File: config.mk
export PLATFORM = sky130hd
export DESIGN_NAME = bfrs_top
export DESIGN_NICKNAME = d
export VERILOG_FILES = /design/src/shared/bfrs_pkg.sv /design/src/shared/bfrs_ch_if.sv /design/src/verilog/bfrs_top.sv /design/src/verilog/bfrs_fault_chan.sv
export SDC_FILE = /design/constraint.sdc
export NUM_CORES = 1
export LEC_CHECK = 0
export ABC_AREA = 1
export BUFFER_PORTS_ARGS = -buffer_cell sky130_fd_sc_hd__buf_2
export CAP_MARGIN = 30
export CORE_MARGIN = 1.5
export CORE_UTILIZATION = 56
export CTS_CLUSTER_SIZE = 14
export DETAILED_ROUTE_END_ITERATION = 7
export PLACE_DENSITY_LB_ADDON = 0.05
export SETUP_SLACK_MARGIN = 0.4
export SYNTH_ARGS = -nofsm -noshare
export SYNTH_HDL_FRONTEND = slang
export SYNTH_SLANG_ARGS = --single-unit
export TNS_END_PERCENT = 100
File: constraint.sdc
create_clock -name clock -period 1.6 [get_ports clock]
set_input_delay 0.16 -clock clock [delete_from_list [all_inputs] [get_ports clock]]
set_output_delay 0.16 -clock clock [all_outputs]
set_load 0.03 [all_outputs]
File: src/shared/bfrs_pkg.sv
// Shared constants and types for the bus fault response select block.
package bfrs_pkg;
   // Register command codes.
   localparam logic [7:0] OFF_OCP_RESP   = 8'hB6;
   localparam logic [7:0] OFF_LBUS_RESP  = 8'hB7;
   localparam logic [7:0] OFF_LBUS_STAT  = 8'hD7;
   localparam logic [7:0] OFF_PHASE_STAT = 8'hE0;
   localparam logic [7:0] REG_RESET      = 8'h00;
   localparam logic [7:0] RDATA_UNMAPPED = 8'h00;
   // Field positions.
   localparam int F_PH_EN    = 5;
   localparam int F_OCP_RESP = 6;
   localparam int F_OV_RESP  = 0;
   localparam int F_UV_RESP  = 2;
   localparam int ST_OV      = 0;
   localparam int ST_UV      = 1;
   localparam int ST_PH      = 0;
   // Fault channels.
   localparam int NCH   = 3;
   localparam int CH_OV = 0;
   localparam int CH_UV = 1;
   localparam int CH_PH = 2;
   // Phase configuration.
   localparam int MAX_PHASES = 4;
   localparam int PHASE_W    = 3;
   // Hiccup restart delay.
   localparam int unsigned HICCUP_MS  = 500;
   localparam int unsigned CLK_HZ     = 100_000_000;
   localparam int unsigned HICCUP_CYC = HICCUP_MS * (CLK_HZ / 1000);
   typedef enum logic [1:0] {
      R_FLAG   = 2'h0,
      R_HICCUP = 2'h1,
      R_LATCH  = 2'h2,
      R_FLAG2  = 2'h3
   } bfrs_resp_t;
   typedef enum logic [3:0] {
      CH_RUN   = 4'h1,
      CH_WAIT  = 4'h2,
      CH_COUNT = 4'h4,
      CH_HOLD  = 4'h8
   } bfrs_ch_st_t;
endpackage

File: src/shared/bfrs_ch_if.sv
// Control link between the register bank and one fault response channel.
`timescale 1ns/1ps
interface bfrs_ch_if;
   import bfrs_pkg::*;
   logic       cond;
   bfrs_resp_t resp;
   logic       rearm;
   logic       stop;
   modport chan (input cond, input resp, input rearm, output stop);
   modport ctrl (output cond, output resp, output rearm, input stop);
endinterface

File: src/verilog/bfrs_top.sv
// Register bank and fault response selection for the low-voltage bus faults.
//
// Function
// - Phase fault enable clear means no fault.
// - Too many phases disabled triggers selected response.
// - Individual enable set uses register response fields.
// - Individual enable clear uses strapped mode response.
// - Overvoltage flag-only sets status, pulls flag.
// - Overvoltage hiccup stops, restarts 500 ms later.
// - Overvoltage latch-off stops until enable toggle.
// - Code 11 behaves as flag only.
// - Undervoltage flag-only sets status, pulls flag.
// - Undervoltage hiccup stops, resumes 500 ms later.
// - Undervoltage latch-off stops until enable toggle.
// - Response register byte, R/W, reset zero.
// - Overcurrent/phase field: flag, hiccup, latch encodings.
`timescale 1ns/1ps
module bfrs_top
   import bfrs_pkg::*;
#(
   parameter int unsigned HICCUP_CYCLES = HICCUP_CYC,
   parameter int          PHASES        = MAX_PHASES
)
(
   input  wire logic               clock,
   input  wire logic               nrst,
   input  wire logic               reg_wr_en,
   input  wire logic               reg_rd_en,
   input  wire logic [7:0]         reg_addr,
   input  wire logic [7:0]         reg_wdata,
   output logic      [7:0]         reg_rdata,
   input  wire logic               indiv_resp_en,
   input  wire logic [1:0]         mode_resp,
   input  wire logic [PHASES-1:0]  phase_disable_mask,
   input  wire logic [PHASE_W-1:0] phase_count,
   input  wire logic               bus_ov_cond,
   input  wire logic               bus_uv_cond,
   input  wire logic               switch_en,
   input  wire logic               chip_en,
   output logic                    switch_stop,
   output logic                    fault_flag_out_n_o,
   output logic                    fault_flag_out_n_oe
);
   if (PHASES < 1 || PHASES > MAX_PHASES)
   begin : g_chk
      $error("PHASES out of range");
   end

   // Counts the phases that software has masked off.
   function automatic logic [PHASE_W:0] bfrs_popcount(input logic [PHASES-1:0] v);
      logic [PHASE_W:0] n;
      n = '0;
      for (int i = 0; i < PHASES; i++)
      begin
         n = n + {{PHASE_W{1'b0}}, v[i]};
      end
      return n;
   endfunction

   // Picks the register field or the strapped code, used by every channel.
   function automatic bfrs_resp_t bfrs_sel_resp(input logic indiv, input logic [1:0] fld,
                                                input logic [1:0] strap);
      return bfrs_resp_t'(indiv ? fld : strap);
   endfunction

   logic [7:0]       ocp_resp_reg;
   logic [7:0]       ocp_resp_next;
   logic [7:0]       lbus_resp_reg;
   logic [7:0]       lbus_resp_next;
   logic [7:0]       lbus_stat_reg;
   logic [7:0]       lbus_stat_next;
   logic [7:0]       ph_stat_reg;
   logic [7:0]       ph_stat_next;
   logic [7:0]       rdata_reg;
   logic [7:0]       rdata_next;
   logic [1:0]       mode_reg;
   logic [1:0]       mode_next;
   logic             mode_cap_reg;
   logic             mode_cap_next;
   logic [1:0]       en_prev_reg;
   logic [1:0]       en_prev_next;
   logic             stop_reg;
   logic             stop_next;
   logic             flag_oe_reg;
   logic             flag_oe_next;
   logic [NCH-1:0]   cond_vec;
   logic [NCH-1:0]   stop_vec;
   bfrs_resp_t       resp_vec [NCH];
   logic             rearm;
   logic [PHASE_W:0] masked_cnt;

   // Fault conditions and the response each one follows.
   always_comb
   begin
      masked_cnt       = bfrs_popcount(phase_disable_mask);
      cond_vec[CH_OV]  = bus_ov_cond;
      cond_vec[CH_UV]  = bus_uv_cond;
      cond_vec[CH_PH]  = ocp_resp_reg[F_PH_EN]
                         && ({masked_cnt, 1'b0} > {2'b00, phase_count});
      resp_vec[CH_OV]  = bfrs_sel_resp(indiv_resp_en, lbus_resp_reg[F_OV_RESP +: 2], mode_reg);
      resp_vec[CH_UV]  = bfrs_sel_resp(indiv_resp_en, lbus_resp_reg[F_UV_RESP +: 2], mode_reg);
      resp_vec[CH_PH]  = bfrs_sel_resp(indiv_resp_en, ocp_resp_reg[F_OCP_RESP +: 2], mode_reg);
      rearm            = |({switch_en, chip_en} & ~en_prev_reg);
   end

   bfrs_ch_if ch_if [NCH] ();

   for (genvar g = 0; g < NCH; g++)
   begin : g_ch
      assign ch_if[g].cond  = cond_vec[g];
      assign ch_if[g].resp  = resp_vec[g];
      assign ch_if[g].rearm = rearm;
      assign stop_vec[g]    = ch_if[g].stop;
      bfrs_fault_chan #(
         .DELAY_CYC (HICCUP_CYCLES)
      ) u_chan (
         .clock (clock),
         .nrst  (nrst),
         .ch    (ch_if[g].chan)
      );
   end

   // Register writes, sticky status and pin state. A fault present in the
   // same cycle as a write-one clear keeps its status bit set.
   always_comb
   begin
      ocp_resp_next  = ocp_resp_reg;
      lbus_resp_next = lbus_resp_reg;
      lbus_stat_next = lbus_stat_reg;
      ph_stat_next   = ph_stat_reg;
      if (reg_wr_en && reg_addr == OFF_OCP_RESP)
      begin
         ocp_resp_next = reg_wdata;
      end
      if (reg_wr_en && reg_addr == OFF_LBUS_RESP)
      begin
         lbus_resp_next = reg_wdata;
      end
      if (reg_wr_en && reg_addr == OFF_LBUS_STAT)
      begin
         lbus_stat_next = lbus_stat_next & ~reg_wdata;
      end
      if (reg_wr_en && reg_addr == OFF_PHASE_STAT)
      begin
         ph_stat_next = ph_stat_next & ~reg_wdata;
      end
      if (cond_vec[CH_OV])
      begin
         lbus_stat_next[ST_OV] = 1'b1;
      end
      if (cond_vec[CH_UV])
      begin
         lbus_stat_next[ST_UV] = 1'b1;
      end
      if (cond_vec[CH_PH])
      begin
         ph_stat_next[ST_PH] = 1'b1;
      end
      case (reg_addr)
         OFF_OCP_RESP:   rdata_next = ocp_resp_reg;
         OFF_LBUS_RESP:  rdata_next = lbus_resp_reg;
         OFF_LBUS_STAT:  rdata_next = lbus_stat_reg;
         OFF_PHASE_STAT: rdata_next = ph_stat_reg;
         default:        rdata_next = RDATA_UNMAPPED;
      endcase
      if (!reg_rd_en)
      begin
         rdata_next = rdata_reg;
      end
      // The strap is sampled once, on the first edge after reset release.
      mode_cap_next = 1'b1;
      mode_next     = mode_cap_reg ? mode_reg : mode_resp;
      en_prev_next  = {switch_en, chip_en};
      stop_next     = |stop_vec;
      flag_oe_next  = (lbus_stat_next != REG_RESET) || (ph_stat_next != REG_RESET);
   end

   always_ff @(posedge clock or negedge nrst)
   begin
      if (!nrst)
      begin
         ocp_resp_reg  <= REG_RESET;
         lbus_resp_reg <= REG_RESET;
         lbus_stat_reg <= REG_RESET;
         ph_stat_reg   <= REG_RESET;
         rdata_reg     <= REG_RESET;
         mode_reg      <= R_FLAG;
         mode_cap_reg  <= 1'b0;
         en_prev_reg   <= 2'b11;
         stop_reg      <= 1'b0;
         flag_oe_reg   <= 1'b0;
      end
      else
      begin
         ocp_resp_reg  <= ocp_resp_next;
         lbus_resp_reg <= lbus_resp_next;
         lbus_stat_reg <= lbus_stat_next;
         ph_stat_reg   <= ph_stat_next;
         rdata_reg     <= rdata_next;
         mode_reg      <= mode_next;
         mode_cap_reg  <= mode_cap_next;
         en_prev_reg   <= en_prev_next;
         stop_reg      <= stop_next;
         flag_oe_reg   <= flag_oe_next;
      end
   end

   // The flag pin is open drain: it only ever pulls low.
   always_ff @(posedge clock or negedge nrst)
   begin
      if (!nrst)
      begin
         fault_flag_out_n_o <= 1'b0;
      end
      else
      begin
         fault_flag_out_n_o <= 1'b0;
      end
   end

   assign reg_rdata           = rdata_reg;
   assign switch_stop         = stop_reg;
   assign fault_flag_out_n_oe = flag_oe_reg;
endmodule

File: src/verilog/bfrs_fault_chan.sv
// One fault channel: flag only, hiccup with delayed restart, or latch-off.
`timescale 1ns/1ps
module bfrs_fault_chan
   import bfrs_pkg::*;
#(
   parameter int unsigned DELAY_CYC = HICCUP_CYC
)
(
   input wire logic clock,
   input wire logic nrst,
   bfrs_ch_if.chan  ch
);
   localparam int CW = $clog2(DELAY_CYC + 1);
   localparam logic [CW-1:0] LAST = CW'(DELAY_CYC - 1);
   localparam logic [CW-1:0] ZERO = '0;
   localparam logic [CW-1:0] ONE  = CW'(1);

   if (DELAY_CYC < 1)
   begin : g_chk
      $error("DELAY_CYC must be at least one cycle");
   end

   bfrs_ch_st_t     st_reg;
   bfrs_ch_st_t     st_next;
   logic [CW-1:0]   cnt_reg;
   logic [CW-1:0]   cnt_next;

   // The delay only starts once the condition has gone away, so a fault that
   // persists keeps switching stopped indefinitely.
   always_comb
   begin
      st_next  = st_reg;
      cnt_next = cnt_reg;
      case (st_reg)
         // Flag-only codes 00 and 11 never leave this state, so switching keeps running.
         CH_RUN:
         begin
            if (ch.cond && ch.resp == R_HICCUP)
            begin
               st_next = CH_WAIT;
            end
            else if (ch.cond && ch.resp == R_LATCH)
            begin
               st_next = CH_HOLD;
            end
         end
         CH_WAIT:
         begin
            if (!ch.cond)
            begin
               st_next  = CH_COUNT;
               cnt_next = ZERO;
            end
         end
         CH_COUNT:
         begin
            if (ch.cond)
            begin
               st_next = CH_WAIT;
            end
            else if (cnt_reg == LAST)
            begin
               st_next = CH_RUN;
            end
            else
            begin
               cnt_next = cnt_reg + ONE;
            end
         end
         CH_HOLD:
         begin
            if (ch.rearm)
            begin
               st_next = CH_RUN;
            end
         end
         default:
         begin
            st_next = CH_RUN;
         end
      endcase
   end

   always_ff @(posedge clock or negedge nrst)
   begin
      if (!nrst)
      begin
         st_reg  <= CH_RUN;
         cnt_reg <= ZERO;
      end
      else
      begin
         st_reg  <= st_next;
         cnt_reg <= cnt_next;
      end
   end

   assign ch.stop = (st_reg != CH_RUN);
endmodule

# Yosys cells after proc, flatten, opt, wreduce, memory -nomap -nowiden
# Index checks and enable logic that the tools add are counted.
# word_totals
elab_cells	139
output_inout_bits	11
regBits	137
# classes
magnitude_cmp	1
bitwise_logic	5
reduce_logical	25
muxes	40
n_eq_ne	46
n_addsub	6
# op_table
op	count
26-bit 2-to-1 mux	9
26-bit one-hot mux with 2 select lines	3
26-bit by 1-bit adder with 26-bit output (second input constant)	3
26-bit == test (second input constant)	3
4-bit 2-to-1 mux	16
4-bit one-hot mux with 4 select lines	3
8-bit == test (second input constant)	4
8-bit one-hot mux with 4 select lines	1
2-bit inequality test (second input constant)	12
4-bit AND reduction	6
8-bit AND	2
8-bit 2-to-1 mux	2
8-bit nonzero test	2
4-bit by 1-bit == test with 1-bit output (second input constant)	3
4-bit by 2-bit == test with 1-bit output (second input constant)	3
4-bit by 3-bit == test with 1-bit output (second input constant)	3
4-bit == test (second input constant)	3
3-bit by 1-bit inequality test with 1-bit output (second input constant)	4
4-bit by 1-bit inequality test with 1-bit output (second input constant)	3
1-bit logical AND	11
8-bit inverter	1
2-bit by 1-bit == test with 1-bit output (second input constant)	3
2-bit == test (second input constant)	3
2-bit 2-to-1 mux	3
other kinds (12)	17

# Logic depth before layout (Yosys ltp)
# depth
ltp_word	9
mapped_depth	14
mapped_depth_nobuf	13

# By module
# From an unflattened synthesis, not the netlist that was laid out.
# unflattened
hier_cells	1224
area_unflattened_um2	8485.6
# modules_own_cells
mod	n_inst	area_each_um2	cells_each
bfrs_fault_chan	3	2015.7	312
bfrs_top	1	2438.6	288

# Worst setup path before layout
# Ideal clock, no wire load.
# synth_timing
kind	input-to-reg
start	in phase_disable_mask[0]
end	reg g_ch[2].u_chan.cnt_reg[19]
path_slack_ns	-0.818
setup_ns	0.076
cell_stages	14
required_ns	1.524
arrival_ns	2.342
path_buffers	1
path_cell_list	fa_1 -> ha_1 -> ha_1 -> ha_1 -> a21oi_1 -> nand2_1 -> nand3_1 -> nand2_1 -> inv_2 -> nand2_4 -> nand2_4 -> buf_6 -> nand2_1 -> o21ai_1
# synth_via
elab_chain_len	7
elab_cells_between_ends	8
# synth_rtl
element	line_no	rtl
start: declaration	bfrs_top.sv:34	input wire logic [PHASES-1:0] phase_disable_mask,
1-bit by 1-bit adder with 2-bit output *	bfrs_top.sv:55	n = n + {{PHASE_W{1'b0}}, v[i]};
2-bit by 1-bit adder with 3-bit output *	bfrs_top.sv:55	
3-bit by 1-bit adder with 4-bit output *	bfrs_top.sv:55	
5-bit by 3-bit > comparator with 1-bit output *	bfrs_top.sv:99	&& ({masked_cnt, 1'b0} > {2'b00, phase_count});
1-bit logical AND *	bfrs_top.sv:99	
2-bit inequality test (no source line)	--	
4-bit AND reduction (no source line) *	--	
end signal: assignment	bfrs_fault_chan.sv:94	cnt_reg <= cnt_next;
end: declaration	bfrs_fault_chan.sv:25	logic [CW-1:0] cnt_reg;
# Every way passes the cells marked *; elsewhere a longest branch is shown, timed or not.
# A chain may end at the register's enable or synchronous reset.

# Worst setup path in the final report
# layout_timing
start	in phase_disable_mask[3]
end	reg g_ch[2].u_chan.cnt_reg[18]
# layout_via
elab_chain_len	5
elab_cells_between_ends	6
# layout_rtl
element	line_no
3-bit by 1-bit adder with 4-bit output *	bfrs_top.sv:55
5-bit by 3-bit > comparator with 1-bit output *	bfrs_top.sv:99
1-bit logical AND *	bfrs_top.sv:99
2-bit inequality test (no source line)	--
4-bit AND reduction (no source line) *	--
# Marked as above.

==> flow_summary.yaml <==
timing:
  clock.fmax_mhz: 496
  relSlewSlack: 0.647
  rsz0062_at_grt: "yes"
  report.final.setup_viol: 90
  holdWs_ps: 16.5
  worst_pin_slew_ps: 529
  finalCritPeriodShare: 1.26
  clock_skew_ps: 8.32
  hold_violations: 0
  post-route-min-period_ps: 2020
  maxSlewViolCount: 0
  worst_slack_ps: -417
global_routing:
  grt_overflow: 0
  grtUsageTotal: 0.322
  grt_max_degree: 44
  grt_antenna_before_repair: 0
  grt_pass1_wl_mm: 41.3
  grt_pass1_vias: 8730
die:
  die_h_um: 128
  io-pin-count: 45
  fp.dieW_um: 128
  dieArea_um2: 16300
  core_region_area_um2: 15200
  row_count: 45
  initial_core_util: 0.573
place:
  dp_slack_ps: -816
  routabilityCongestion: 0.934
  place_hpwl_mm: 16.3
  portBuffers: 43
power:
  switching_share: 0.302
  p_switching_mw: 3.44
  p_comb_frac: 0.222
  p_leak_nw: 6.24
  powerDensity_nw_per_um2: 947
  ir_drop_mv: 0.887
  power_frac_seq: 0.382
  pwr-share-clk: 0.396
  p_int_mw: 7.96
setup_path:
  critPathCaptureType: "register"
  cp.required_ps: 1910
  cp_common_cell: "nand2_1"
  crit_fanout: 10
  crit_chain: "buf_6 -> fa_1 -> ha_2 -> ha_4 -> ha_4 -> a21oi_2 -> nand2_1 -> nand3_2 -> nand2_2 -> inv_2 -> nand2_4 -> nand2_8 -> buf_16 -> nand2_1 -> nand2_1"
  startpoint_type: "input pin"
  max_stage_delay_ps: 540
  crit_arrival_ps: 2330
  worst-setup-path-type: "in -> reg"
  crit_slowest_cell: "fa_1"
synthesis:
  synth_area_leaders: "dfrtp_1 38%, nand2_1 17%, nor2_1 10%, nand3_1 6.6%, inv_1 5.1%"
  synth.most_common_cell: "nand2_1"
  yosysTopAreaCellShare: 0.379
  synth_nets: 1305
  post-synth-top-area-cell: "dfrtp_1"
  synth.cell_area_um2: 8710
  synth_cells: 1263
  async_reset_ff_frac: 1.00
  postSynthAreaPerCell_um2: 6.90
  ys_seq_area_frac: 0.394
  synth_ff_type: "dfrtp_1"
  yosysWarnings: 0
  synth-seq-cells: 137
  netlist_top_cells_count: "396 x nand2_1, 241 x nor2_1, 132 x dfrtp_1"
  synth_edf_count: 0
  synthDistinctLibCells: 43
route:
  drt_first_pass_iters: 5
  detail-route-antenna-nets: 0
  viasPerCell: 5.50
  drt-initial-drc-count: 846
  wl_mm: 26.3
  routedWlPerCell_um: 16.0
  drc: 0
  vias: 9050
cells_and_area:
  fillers: 1065
  syn_to_final_growth_pct: 38.2
  drive_gt1_frac: 0.291
  largest_reg_flops: 78
  layout.area.seq_um2: 3440
  antennaDiodeCount: 0
  multiInputGateArea_um2: 5270
  nets: 1487
clock_tree:
  cts.clk_slew.worst_paths_ps: 60
  cts_root_buffer: "clkbuf_16"
  cts_tree: "done"
  clockBufferDepth: 2
  htree_num_levels: 4
  cts_sinks: 137
  clkLatencyLatePin_ps: 430
  cts_made_buffers: 17
run:
  max_cap_viol_count: 0
run_status:
  violations: "negative setup slack"
  status: "finished with violations"
min_path:
  hold_path.class: "in -> reg"
==> logic make-up (layout without fill, tap and decap cells) <==
kind of cell / after synthesis / in the layout / synth area share
muxes: 3 / 3 / 0.00388
xor gates and xnor gates: 37 / 37 / 0.0372
other: 2 / 2 / 0.000862
DFF: 137 / 137 / 0.394
and+or+nand+nor: 822 / 823 / 0.401
AOI/OAI and AO/OA: 86 / 86 / 0.0675
buffers and inverters: 168 / 362 / 0.0834
adders and majority gates: 8 / 8 / 0.0123
==> cell usage in the layout, fill, tap and decap left out, drive strengths merged, types with 10 or more instances in the layout <==
master | synthesis | final
dfrtp | 132 | 132
nand4 | 23 | 23
nor2 | 252 | 252
clkbuf | 12 | 22
inv | 137 | 137
xor2 | 31 | 31
buf | 16 | 180
o21ai | 56 | 56
nand2 | 405 | 406
a21oi | 10 | 10
nor3 | 17 | 17
nand3 | 121 | 121
==> worst max-delay path, delay by kind of cell <==
kind	cells	cell delay (ps)
buffers and inverters	3	310
and+or+nand+nor	7	610
adders and majority gates	4	1190
AOI/OAI and AO/OA	1	40
==> what timing repair did <==
item / 4_1_cts / 5_1_grt
resized for setup: 91 / 84
pin swaps: 20 / 21
cloned: 13 / 3
endpoints found under the hold margin: 69 / 0
hold buffers: 7 / 0
buffers inserted: 16 / 7
endpoints found under the setup margin: 93 / 93
==> stage by stage <==
step | power, mW | instance area (µm²) | std cells | TNS [ps] | utilization
4_1_cts | 11.2 | 11600 | 1636 | -12660 | 0.762
3_3_place_gp | 6.56 | 10000 | 1568 | -22810 | 0.658
3_5_place_dp | 6.59 | 10000 | 1568 | -23910 | 0.658
5_1_grt | 11.9 | 12000 | 1646 | -25410 | 0.792
6_report | 11.4 | 12000 | 1646 | -19620 | 0.792
2_1_floorplan | 5.80 | 8900 | 1263 | -20770 | -
==> final cells by class <==
class,instances,share of cell area
Clock buffer,19,0.0368
Tap cell,188,0.0195
Inverter,140,0.0436
Timing Repair Buffer,190,0.158
Sequential cell,137,0.285
Clock inverter,13,0.0186
Multi-Input combinational cell,959,0.438
==> layer usage <==
metal | up-vias | wire length [µm] | track usage
met3 | 65 | 1490 | 0.0530
li1 | 4359 | - | -
met5 | - | 0 | 0
met1 | 4226 | 10800 | 0.400
met4 | 0 | 676 | 0.134
met2 | 400 | 13300 | 0.558
==> power by group through the flow <==
stage	clock network [mW]	registers (mW)	logic, mW
6_report	4.52	4.35	2.53
2_1_floorplan	0	4.34	1.46
3_5_place_dp	0	4.36	2.23
3_3_place_gp	0	4.37	2.19
5_1_grt	4.70	4.40	2.80
4_1_cts	4.54	4.33	2.36
==> worst paths after layout <==
| kind | from | end | slack [ps] | cells past startpoint |
|---|---|---|---|---|
| max in group asynchronous | nrst | en_prev_reg[0] | 740 | 3 |
| hold reg to reg | reg_rdata[5] | reg_rdata[5] | 470 | 2 |
| setup / recovery | phase_disable_mask[3] | g_ch[2].u_chan.cnt_reg[18] | -420 | 15 |
| hold / removal | reg_wdata[3] | lbus_resp_reg[3] | 20 | 3 |
| setup reg to reg | g_ch[1].u_chan.cnt_reg[1] | g_ch[1].u_chan.cnt_reg[16] | -240 | 10 |
| min in group asynchronous | nrst | lbus_resp_reg[6] | 200 | 2 |
Power figures use the tool's default switching activity.
